### src/hw/sidr_defs.svh
// Constants for the sensor identity register bank.
`ifndef SIDR_DEFS_SVH
`define SIDR_DEFS_SVH
// ****************************************
// Register pointer values
// ****************************************
`define SIDR_PTR_SER_HI 8'hfb
`define SIDR_PTR_SER_MID 8'hfc
`define SIDR_PTR_SER_LO 8'hfd
`define SIDR_PTR_MAKER 8'hfe
`define SIDR_PTR_PART 8'hff
// ****************************************
// Field positions and reset values
// ****************************************
`define SIDR_SER_HI_MSB 39
`define SIDR_SER_HI_LSB 24
`define SIDR_SER_MID_MSB 23
`define SIDR_SER_MID_LSB 8
`define SIDR_SER_LO_MSB 7
`define SIDR_SER_LO_LSB 0
`define SIDR_LO_FIELD_LSB 7
`define SIDR_PTR_RESET 8'h00
`define SIDR_DATA_RESET 16'h0000
// Arbitrary neutral identity values.
`define SIDR_MAKER_DEFAULT 16'h0a5c
`define SIDR_PART_DEFAULT 16'h0c3a
`define SIDR_SERIAL_DEFAULT 40'h0123456789
`endif

### src/hw/sidr_pkg.sv
// Types for the sensor identity register bank.
package sidr_pkg;
	typedef logic [7:0] sidr_ptr_t;
	typedef logic [15:0] sidr_word_t;
	typedef logic [39:0] sidr_serial_t;
	typedef enum logic [2:0] {
		SIDR_SEL_NONE,
		SIDR_SEL_SER_HI,
		SIDR_SEL_SER_MID,
		SIDR_SEL_SER_LO,
		SIDR_SEL_MAKER,
		SIDR_SEL_PART
	} sidr_sel_t;
	typedef struct packed {
		logic wr_ptr;
		logic wr_data;
		logic rd;
		sidr_ptr_t ptr;
		sidr_word_t wdata;
	} sidr_req_t;
	typedef struct packed {
		logic rd_valid;
		logic id_hit;
		sidr_word_t rdata;
	} sidr_rsp_t;
	typedef struct packed {
		sidr_ptr_t ptr;
		logic rd_valid;
		logic id_hit;
		sidr_word_t rdata;
	} sidr_state_t;
endpackage

### src/hw/sidr_word_mux.sv
// Selects the identity word that answers a given pointer.
`timescale 1ns/100ps
`include "sidr_defs.svh"
module sidr_word_mux
	import sidr_pkg::*;
(
	input wire sidr_ptr_t ptr_in,
	input wire sidr_serial_t serial_in,
	input wire sidr_word_t maker_in,
	input wire sidr_word_t part_in,
	output logic hit_out,
	output sidr_word_t word_out
);
	function automatic sidr_sel_t sidr_decode(input sidr_ptr_t p);
		case (p)
			`SIDR_PTR_SER_HI: sidr_decode = SIDR_SEL_SER_HI;
			`SIDR_PTR_SER_MID: sidr_decode = SIDR_SEL_SER_MID;
			`SIDR_PTR_SER_LO: sidr_decode = SIDR_SEL_SER_LO;
			`SIDR_PTR_MAKER: sidr_decode = SIDR_SEL_MAKER;
			`SIDR_PTR_PART: sidr_decode = SIDR_SEL_PART;
			default: sidr_decode = SIDR_SEL_NONE;
		endcase
	endfunction
	always_comb begin
		hit_out = 1'b1;
		case (sidr_decode(ptr_in))
			SIDR_SEL_SER_HI: word_out = serial_in[`SIDR_SER_HI_MSB:`SIDR_SER_HI_LSB]; // RL2
			SIDR_SEL_SER_MID: word_out = serial_in[`SIDR_SER_MID_MSB:`SIDR_SER_MID_LSB]; // RL3
			SIDR_SEL_SER_LO: word_out = {1'b0, serial_in[`SIDR_SER_LO_MSB:`SIDR_SER_LO_LSB],
				7'h00}; // RL4 RL5
			SIDR_SEL_MAKER: word_out = maker_in; // RL6
			SIDR_SEL_PART: word_out = part_in; // RL7
			default: begin
				word_out = `SIDR_DATA_RESET;
				hit_out = 1'b0;
			end
		endcase
	end
endmodule // sidr_word_mux

### src/hw/sidr_bank.sv
// Sensor identity register bank behind the register pointer.
// Summary of operation
// RL1: Unique 40-bit serial, read as three words.
// RL2: Pointer fb returns serial bits 39..24.
// RL3: Pointer fc returns serial bits 23..8.
// RL4: Pointer fd returns serial bits 7..0 in bits 14..7, bit 15 zero.
// RL5: Low seven bits of fd read zero.
// RL6: Pointer fe returns fixed maker code.
// RL7: Pointer ff returns fixed part code.
// RL8: Host acquires at most once per second.
// RL9: Eight-bit pointer, set by write, selects reads.
// RL10: Writes to identity registers are ignored.
`timescale 1ns/100ps
`include "sidr_defs.svh"
module sidr_bank
	import sidr_pkg::*;
#(
	parameter sidr_serial_t SERIAL = `SIDR_SERIAL_DEFAULT,
	parameter sidr_word_t MAKER_CODE = `SIDR_MAKER_DEFAULT,
	parameter sidr_word_t PART_CODE = `SIDR_PART_DEFAULT
) (
	input wire logic clk_sys_in,
	input wire logic rstn_in,
	input wire sidr_req_t req_in,
	output sidr_rsp_t rsp_out,
	output sidr_ptr_t ptr_out
);
	// ****************************************
	// State
	// ****************************************
	sidr_state_t state_q;
	sidr_state_t state_d;
	logic hit;
	sidr_word_t word;
	sidr_ptr_t rd_ptr;

	// A read in the same cycle as a pointer write uses the new pointer.
	assign rd_ptr = req_in.wr_ptr ? req_in.ptr : state_q.ptr;

	sidr_word_mux u_mux (
		.ptr_in(rd_ptr),
		.serial_in(SERIAL),
		.maker_in(MAKER_CODE),
		.part_in(PART_CODE),
		.hit_out(hit),
		.word_out(word)
	);

	always_comb begin
		state_d = state_q;
		state_d.rd_valid = 1'b0;
		if (req_in.wr_ptr) begin
			state_d.ptr = req_in.ptr; // RL9
		end
		// Data writes are dropped: identity values are constants.
		if (req_in.rd) begin
			state_d.rd_valid = 1'b1;
			state_d.id_hit = hit;
			state_d.rdata = word; // RL1 RL9 RL10
		end
	end

	always_ff @(posedge clk_sys_in or negedge rstn_in) begin
		if (!rstn_in) begin
			state_q <= '{ptr: `SIDR_PTR_RESET, rd_valid: 1'b0, id_hit: 1'b0,
				rdata: `SIDR_DATA_RESET};
		end else begin
			state_q <= state_d;
		end
	end

	assign rsp_out = '{rd_valid: state_q.rd_valid, id_hit: state_q.id_hit,
		rdata: state_q.rdata};
	assign ptr_out = state_q.ptr;

	// ****************************************
	// Checks
	// ****************************************
	property p_ser_hi;
		@(posedge clk_sys_in) disable iff (!rstn_in)
		(req_in.rd && rd_ptr == `SIDR_PTR_SER_HI) |=> rsp_out.rdata == SERIAL[39:24];
	endproperty
	a_ser_hi: assert property (p_ser_hi) else $error("high serial word wrong"); // RL2
	property p_ser_mid;
		@(posedge clk_sys_in) disable iff (!rstn_in)
		(req_in.rd && rd_ptr == `SIDR_PTR_SER_MID) |=> rsp_out.rdata == SERIAL[23:8];
	endproperty
	a_ser_mid: assert property (p_ser_mid) else $error("mid serial word wrong"); // RL3
	property p_ser_lo;
		@(posedge clk_sys_in) disable iff (!rstn_in)
		(req_in.rd && rd_ptr == `SIDR_PTR_SER_LO) |=>
			rsp_out.rdata[14:7] == SERIAL[7:0];
	endproperty
	a_ser_lo: assert property (p_ser_lo) else $error("low serial bits wrong"); // RL4
	property p_lo_rsvd;
		@(posedge clk_sys_in) disable iff (!rstn_in)
		(req_in.rd && rd_ptr == `SIDR_PTR_SER_LO) |=> rsp_out.rdata[6:0] == 7'h00;
	endproperty
	a_lo_rsvd: assert property (p_lo_rsvd) else $error("reserved bits not zero"); // RL5
	property p_maker;
		@(posedge clk_sys_in) disable iff (!rstn_in)
		(req_in.rd && rd_ptr == `SIDR_PTR_MAKER) |=> rsp_out.rdata == MAKER_CODE;
	endproperty
	a_maker: assert property (p_maker) else $error("maker code wrong"); // RL6
	property p_part;
		@(posedge clk_sys_in) disable iff (!rstn_in)
		(req_in.rd && rd_ptr == `SIDR_PTR_PART) |=> rsp_out.rdata == PART_CODE;
	endproperty
	a_part: assert property (p_part) else $error("part code wrong"); // RL7
	property p_ptr;
		@(posedge clk_sys_in) disable iff (!rstn_in)
		req_in.wr_ptr |=> ptr_out == $past(req_in.ptr);
	endproperty
	a_ptr: assert property (p_ptr) else $error("pointer not updated"); // RL9
	property p_nowr;
		@(posedge clk_sys_in) disable iff (!rstn_in)
		(req_in.wr_data && !req_in.rd) |=>
			$stable(rsp_out.rdata) && $stable(rsp_out.id_hit);
	endproperty
	a_nowr: assert property (p_nowr) else $error("write altered identity"); // RL10
	property p_valid;
		@(posedge clk_sys_in) disable iff (!rstn_in)
		req_in.rd |=> rsp_out.rd_valid ##1 (rsp_out.rd_valid == $past(req_in.rd));
	endproperty
	a_valid: assert property (p_valid) else $error("read valid timing wrong"); // RL1

	// ****************************************
	// Decode checks
	// ****************************************
	property p_hit_id;
		@(posedge clk_sys_in) disable iff (!rstn_in)
		(req_in.rd && rd_ptr >= `SIDR_PTR_SER_HI) |=> rsp_out.id_hit;
	endproperty
	a_hit_id: assert property (p_hit_id) else $error("identity read not flagged"); // RL1

	property p_lo_top;
		@(posedge clk_sys_in) disable iff (!rstn_in)
		(req_in.rd && rd_ptr == `SIDR_PTR_SER_LO) |=> !rsp_out.rdata[15];
	endproperty
	a_lo_top: assert property (p_lo_top) else $error("low word top bit not zero"); // RL4

	property p_miss_data;
		@(posedge clk_sys_in) disable iff (!rstn_in)
		(req_in.rd && rd_ptr < `SIDR_PTR_SER_HI) |=> rsp_out.rdata == `SIDR_DATA_RESET;
	endproperty
	a_miss_data: assert property (p_miss_data) else $error("foreign pointer gave data"); // RL9

	property p_miss_hit;
		@(posedge clk_sys_in) disable iff (!rstn_in)
		(req_in.rd && rd_ptr < `SIDR_PTR_SER_HI) |=> !rsp_out.id_hit;
	endproperty
	a_miss_hit: assert property (p_miss_hit) else $error("foreign pointer flagged"); // RL9

	property p_idle_data;
		@(posedge clk_sys_in) disable iff (!rstn_in)
		!rsp_out.id_hit |-> rsp_out.rdata == `SIDR_DATA_RESET;
	endproperty
	a_idle_data: assert property (p_idle_data) else $error("data without a hit"); // RL9

	// ****************************************
	// Pointer checks
	// ****************************************
	property p_ptr_hold;
		@(posedge clk_sys_in) disable iff (!rstn_in)
		!req_in.wr_ptr |=> $stable(ptr_out);
	endproperty
	a_ptr_hold: assert property (p_ptr_hold) else $error("pointer moved unasked"); // RL9

	property p_new_hit;
		@(posedge clk_sys_in) disable iff (!rstn_in)
		(req_in.wr_ptr && req_in.rd && req_in.ptr >= `SIDR_PTR_SER_HI) |=> rsp_out.id_hit;
	endproperty
	a_new_hit: assert property (p_new_hit) else $error("new pointer not used"); // RL9

	property p_new_maker;
		@(posedge clk_sys_in) disable iff (!rstn_in)
		(req_in.wr_ptr && req_in.rd && req_in.ptr == `SIDR_PTR_MAKER) |=>
			rsp_out.rdata == MAKER_CODE;
	endproperty
	a_new_maker: assert property (p_new_maker) else $error("maker code on new pointer"); // RL6

	property p_new_mid;
		@(posedge clk_sys_in) disable iff (!rstn_in)
		(req_in.wr_ptr && req_in.rd && req_in.ptr == `SIDR_PTR_SER_MID) |=>
			rsp_out.rdata == SERIAL[`SIDR_SER_MID_MSB:`SIDR_SER_MID_LSB];
	endproperty
	a_new_mid: assert property (p_new_mid) else $error("mid word on new pointer"); // RL3

	property p_new_lo;
		@(posedge clk_sys_in) disable iff (!rstn_in)
		(req_in.wr_ptr && req_in.rd && req_in.ptr == `SIDR_PTR_SER_LO) |=>
			rsp_out.rdata[6:0] == 7'h00;
	endproperty
	a_new_lo: assert property (p_new_lo) else $error("reserved bits on new pointer"); // RL5

	property p_old_part;
		@(posedge clk_sys_in) disable iff (!rstn_in)
		(!req_in.wr_ptr && req_in.rd && ptr_out == `SIDR_PTR_PART) |=>
			rsp_out.rdata == PART_CODE;
	endproperty
	a_old_part: assert property (p_old_part) else $error("part code on held pointer"); // RL7

	// ****************************************
	// Handshake checks
	// ****************************************
	property p_novalid;
		@(posedge clk_sys_in) disable iff (!rstn_in)
		!req_in.rd |=> !rsp_out.rd_valid;
	endproperty
	a_novalid: assert property (p_novalid) else $error("valid without a read"); // RL9

	property p_hold_data;
		@(posedge clk_sys_in) disable iff (!rstn_in)
		!req_in.rd |=> $stable(rsp_out.rdata);
	endproperty
	a_hold_data: assert property (p_hold_data) else $error("read data did not hold"); // RL9

	property p_hold_hit;
		@(posedge clk_sys_in) disable iff (!rstn_in)
		!req_in.rd |=> $stable(rsp_out.id_hit);
	endproperty
	a_hold_hit: assert property (p_hold_hit) else $error("hit flag did not hold"); // RL9

	// ****************************************
	// Write checks
	// ****************************************
	property p_wr_novalid;
		@(posedge clk_sys_in) disable iff (!rstn_in)
		(req_in.wr_data && !req_in.rd) |=> !rsp_out.rd_valid;
	endproperty
	a_wr_novalid: assert property (p_wr_novalid) else $error("write raised valid"); // RL10
endmodule // sidr_bank

### config.mk
export PLATFORM = sky130hd
export DESIGN_NAME = sidr_bank
export DESIGN_NICKNAME = d
export VERILOG_FILES = /design/src/hw/sidr_pkg.sv /design/src/hw/sidr_word_mux.sv /design/src/hw/sidr_bank.sv
export VERILOG_INCLUDE_DIRS = /design/src /design/src/hw
export SDC_FILE = /design/constraint.sdc
export NUM_CORES = 1
export LEC_CHECK = 0
export BUFFER_PORTS_ARGS = -buffer_cell sky130_fd_sc_hd__buf_4
export CORE_UTILIZATION = 38
export DETAILED_ROUTE_END_ITERATION = 7
export PLACE_DENSITY_LB_ADDON = 0.25
export SLEW_MARGIN = 30
export SYNTH_ARGS = -nofsm -noshare
export SYNTH_HDL_FRONTEND = slang
export SYNTH_SLANG_ARGS = --single-unit
export TNS_END_PERCENT = 50
### constraint.sdc
create_clock -name clk_sys_in -period 1.5 [get_ports clk_sys_in]
set_clock_uncertainty 0.15 [all_clocks]
set_input_delay 0.15 -clock clk_sys_in [delete_from_list [all_inputs] [get_ports clk_sys_in]]
set_output_delay 0.15 -clock clk_sys_in [all_outputs]
set_load 0.005 [all_outputs]
* After elaboration in Yosys (flattened, before gate mapping)
Index checks and enable logic that the tools add are counted.
** Word-level totals
- Flip-flop bits (word level) :: 26
- Bits of input ports :: 29
- Output and inout bits :: 26
- Logic and storage cells :: 20
** Cells by class
- Equal/unequal tests :: 10
- Mux-type cells :: 5
- Reduce and logical (&&, ||, !) cells :: 1
** Operators by type and width (count)
- $pmux 15 s5 :: 1
- $eq 8x8->1 const B :: 5
- $mux 18 :: 1
- $pmux 3 s5 :: 1
- $mux 8 :: 1
- $eq 3x2->1 const B :: 2
- $eq 3x3->1 const B :: 2
- $reduce_or 5->1 :: 1
- $eq 3x1->1 const B :: 1
- $mux 1 :: 1

* Logic depth before layout (Yosys ltp)
- Depth after elaboration :: 7
- Gate-level depth with buffers :: 5
- Mapped depth without buffers :: 4

* Cells and area by module
From an unflattened synthesis, not the netlist that was laid out.
** Unflattened totals
- Cells, all modules :: 137
- Area, all modules :: 1682.9 um^2
** By module, submodules not included
- sidr_bank :: times used 1, cells each 56, area an instance 1013.5 um^2, seq. area each 650.6 um^2
- sidr_word_mux :: times used 1, cells each 81, area an instance 669.4 um^2, seq. area each 0.0 um^2

* Least setup slack after synthesis
No wires, ideal clock.
- Kind :: reg2reg
- Start point :: register state_q, in the netlist ptr_out[2]
- End point :: register state_q, in the netlist rsp_out[16]
- Library setup time :: 128 ps
- Arrival time :: 1086 ps
- Setup slack :: 136 ps
- Stages on the path, launching flop included :: 5
- Cell sequence :: dfrtp_1 > mux2_4 > a2bb2oi_4 > o221ai_1 > o21ai_1
** Between the ends
- Word-level cells in the longest chain between the ends :: 6
- Elaborated cells on any way between the ends :: 14
- Those cells by class :: eq/ne: 10; mux: 3; reduce/logical: 1
** Ends and longest elaborated chain
- from (decl) :: RTL line sidr_bank.sv:31 : sidr_state_t state_q;
- from (signal assigned) :: RTL line sidr_bank.sv:65 : state_q <= '{ptr: `SIDR_PTR_RESET, rd_valid: 1'b0, id_hit: 1'b0,
- from (signal assigned) :: RTL line sidr_bank.sv:68 : state_q <= state_d;
- $mux 8 *
- via rd_ptr[2] :: RTL line sidr_bank.sv:35 : sidr_ptr_t rd_ptr;
- $eq 8x8->1 :: RTL line sidr_word_mux.sv:15 : case (p)
- $pmux 3 s5 * :: RTL line sidr_word_mux.sv:15
- $eq 3x1->1 (tied with other cells) :: RTL line sidr_word_mux.sv:26 : case (sidr_decode(ptr_in))
- $reduce_or 5->1 (no line) *
- $mux 1 * :: RTL line sidr_word_mux.sv:26
Mark *: on every way through the listed nets, which the timed path passes. The rest lies on a longest branch.
A chain may end at the register's enable or synchronous reset.

* Final worst setup path
- Start point :: input port req_in[22] (netlist name)
- End point :: register state_q, in the netlist rsp_out[11]
** Between the ends
- Word-level cells in the longest chain between the ends :: 5
- Elaborated cells on any way between the ends :: 13
- Those cells by class :: eq/ne: 10; mux: 3
** Ends and longest elaborated chain
- from (decl) :: RTL line sidr_bank.sv:24 : input wire sidr_req_t req_in,
- $mux 8 *
- $eq 8x8->1 :: RTL line sidr_word_mux.sv:15
- $pmux 3 s5 * :: RTL line sidr_word_mux.sv:15
- $eq 3x3->1 (tied with other cells) :: RTL line sidr_word_mux.sv:26
- $pmux 15 s5 * :: RTL line sidr_word_mux.sv:26
Every way passes the cells marked *; elsewhere a longest branch is shown, timed or not.

==> impl_metrics.ini <==
[power]
ir_drop_mv = 0.5906
p_switching_w = 0.0002528
p_clk_share_pct = 23.8
power_frac_seq_pct = 54.5
p_sw_share_pct = 25.87
power.density_mw_per_mm2 = 775.6
internal-power_w = 0.0007244
leakage_nw = 0.6126
p_comb_share_pct = 21.6

[setup_path]
worst-path-buf-inv = 2
rr_endpoint = rsp_out[16]
worstPathArrival_ns = 1.52
max_stage_delay_ns = 0.54
reg2reg_setup_slack_ns = 0.09
reg2reg_depth = 4
path_max_fanout = 4
critPathSlowestCell = dlygate4sd3_1
setup.worst_path.end_class = flop
path_depth = 6
crit_required_ns = 1.53
cp_cell_sequence = dlygate4sd3_1 -> buf_4 -> nand3_1 -> nor2_2 -> or2_4 -> a32o_1
path_class = in2reg
crit_family = buffers and inverters
worst_setup_path_start_kind = primary input
r2r-start = ptr_out[1]

[finish]
final_cell_mix = 35 x buf_4, 18 x dfrtp_1, 8 x dlygate4sd3_1
n_fill_cell = 195
fin_area_mm2 = 0.001260
mostFrequentLayoutCell = buf_4
final_nets = 143
n_antenna_cell = 0
area_delta_synth_final_pct = 37.76
drive_gt1_share_pct = 48.21
final_cells = 140

[logic_synthesis]
synthesis.area_um2 = 914.6
synth_mux_area_share_pct = 9.302
synth_xor_area_share_pct = 0.9576
synth_compound_area_share_pct = 17.37
synth_cell_types = 28
postSynthCellCount = 73
synthSimpleGateAreaFrac_pct = 14.50
syn_area_per_cell_um2 = 12.53
ys_ff_latch = 18
yosysSeqAreaShare_pct = 49.25
synth-adder-area-share_pct = 0
yosysWarnings = 0
synth_top_family_by_area = compound AO/OA/AOI/OAI gates

[placement]
place.detailed.hpwl_um = 1324
portBuffers = 34
place_ws_ns = 0.07590
post-place-cells = 129
gp_congestion = 0.7276
place_area_mm2 = 0.001152

[detailed_routing]
firstDrtPassIters = 4
drcViolationCount = 0
wl_per_cell_um = 12.96
num_vias = 698
drt_wl_total_um = 1815
antenna_left = 0
drt_iter0_markers = 6
drt-vias-per-instance = 4.986

[floorplan]
fp.dieW_um = 51.06
io_pins = 55
rows = 17
core_area_mm2 = 0.002233
dieHeight_um = 51.06
die_area_mm2 = 0.002607
start_util_pct = 40.95

[global_routing]
grt_antenna_before_repair = 0
grt_pass1_vias = 672
grt_max_degree = 19
gr-total-overflow = 0
grt_usage_pct = 16.08
grt_pass1_wl_um = 3049

[run_status]
status = finished clean

[sta]
period_needed_ns = 1.488
maxSlewViolCount = 0
setup_viol = 0
period_share_pct = 99.18
hold_slack_ns = 0.004351
tns_ns = 0
hold_violations = 0
fin_ws_ns = 0.01229
max_freq_mhz = 672.2

[cts]
cts_tree = done
cts.sinks = 18
numCtsBuffers = 3
cts_buffer_depth = 2
cts-root-buf = clkbuf_4
clkTransAtPathRegs_ns = 0.09
clk_latency_ns = 0.28
htree_levels = 1
postCtsHoldBufs = 8

[hold_path]
min_path_cells = 2
min_path_type = in2reg
holdCritStartpoint = req_in[18]
holdPathEnd = ptr_out[2]

[job]
drv_cap = 0
metrics by stage:
stage | util, % | power (W)
2_1_floorplan | - | 0.0006466
5_1_grt | 56.41 | 0.001034
3_3_place_gp | 51.60 | 0.0007329
4_1_cts | 56.19 | 0.0009887
3_5_place_dp | 51.60 | 0.0007382
6_report | 56.41 | 0.0009772
state kept, by name, indices dropped and copies added, names as in the netlist:
signal   count
ptr_out      8
rsp_out     10
cells in the mapped netlist:
library cell / instances / area [um2]
a2bb2oi_4: 1 / 26.28
inv_1: 2 / 7.510
mux2_2: 4 / 45.04
xnor2_1: 1 / 8.760
nand2b_1: 2 / 12.51
o21ai_1: 1 / 5.000
o21ai_2: 1 / 8.760
o21ai_0: 1 / 5.000
conb_1: 1 / 3.750
nor2b_1: 1 / 6.260
nand3_2: 2 / 20.02
nand2_1: 5 / 18.77
o2bb2ai_1: 4 / 35.03
a21oi_2: 1 / 8.760
dfrtp_1: 18 / 450.4
o22ai_1: 1 / 6.260
a21oi_4: 1 / 16.27
nand3b_4: 2 / 40.04
and2_1: 1 / 6.260
mux2i_1: 1 / 10.01
o221ai_1: 1 / 8.760
mux2_4: 2 / 30.03
or2_1: 1 / 6.260
a31o_1: 1 / 8.760
buf_4: 9 / 67.56
nand3_1: 3 / 15.01
nor2_1: 2 / 7.510
a32o_1: 3 / 30.03
final cells by class:
cell class / count / area (um2) / share of cell area [%]
Sequential cell: 18 / 450.4 / 35.75
Timing Repair Buffer: 43 / 342.8 / 27.21
Clock buffer: 3 / 22.52 / 1.787
Inverter: 2 / 7.507 / 0.5958
Tap cell: 28 / 35.03 / 2.781
Multi-Input combinational cell: 46 / 401.6 / 31.88
cells by family after synthesis:
group                     Yosys count
AOI/OAI and AO/OA                  16
xor gates and xnor gates            1
buffers and inverters              11
DFF                                18
muxes                               7
other                               1
and+or+nand+nor                    19
worst max path at each step:
stage,startpoint,endpoint,slack [ns]
floorplan,ptr_out[2],rsp_out[16],0.14
detailed placement,req_in[26],rsp_out[16],0.08
global placement,req_in[26],rsp_out[16],0.09
CTS,req_in[22],rsp_out[11],0.02
global route,req_in[22],rsp_out[11],-0.004
finish,req_in[22],rsp_out[11],0.01
layer usage:
metal  track usage (%)  part of all wire (%)
met1             20.00                    43
met3             2.976                   5.0
met2             25.88                    51
met5                 0                     0
met4             9.259                  0.77
power by group through the flow:
stage / sequential (W) / clock (W) / combinational (W)
2_1_floorplan: 0.000545 / 0 / 0.000102
3_3_place_gp: 0.000541 / 0 / 0.000191
3_5_place_dp: 0.000543 / 0 / 0.000196
4_1_cts: 0.000534 / 0.000242 / 0.000213
5_1_grt: 0.000538 / 0.000265 / 0.000231
6_report: 0.000533 / 0.000233 / 0.000212
timing repair:
action,4_1_cts,5_1_grt
setup buffers,0,0
endpoints found under the setup margin,0,3
hold endpoints to repair,28,1
resized for setup,0,2
Power figures use the tool's default switching activity.
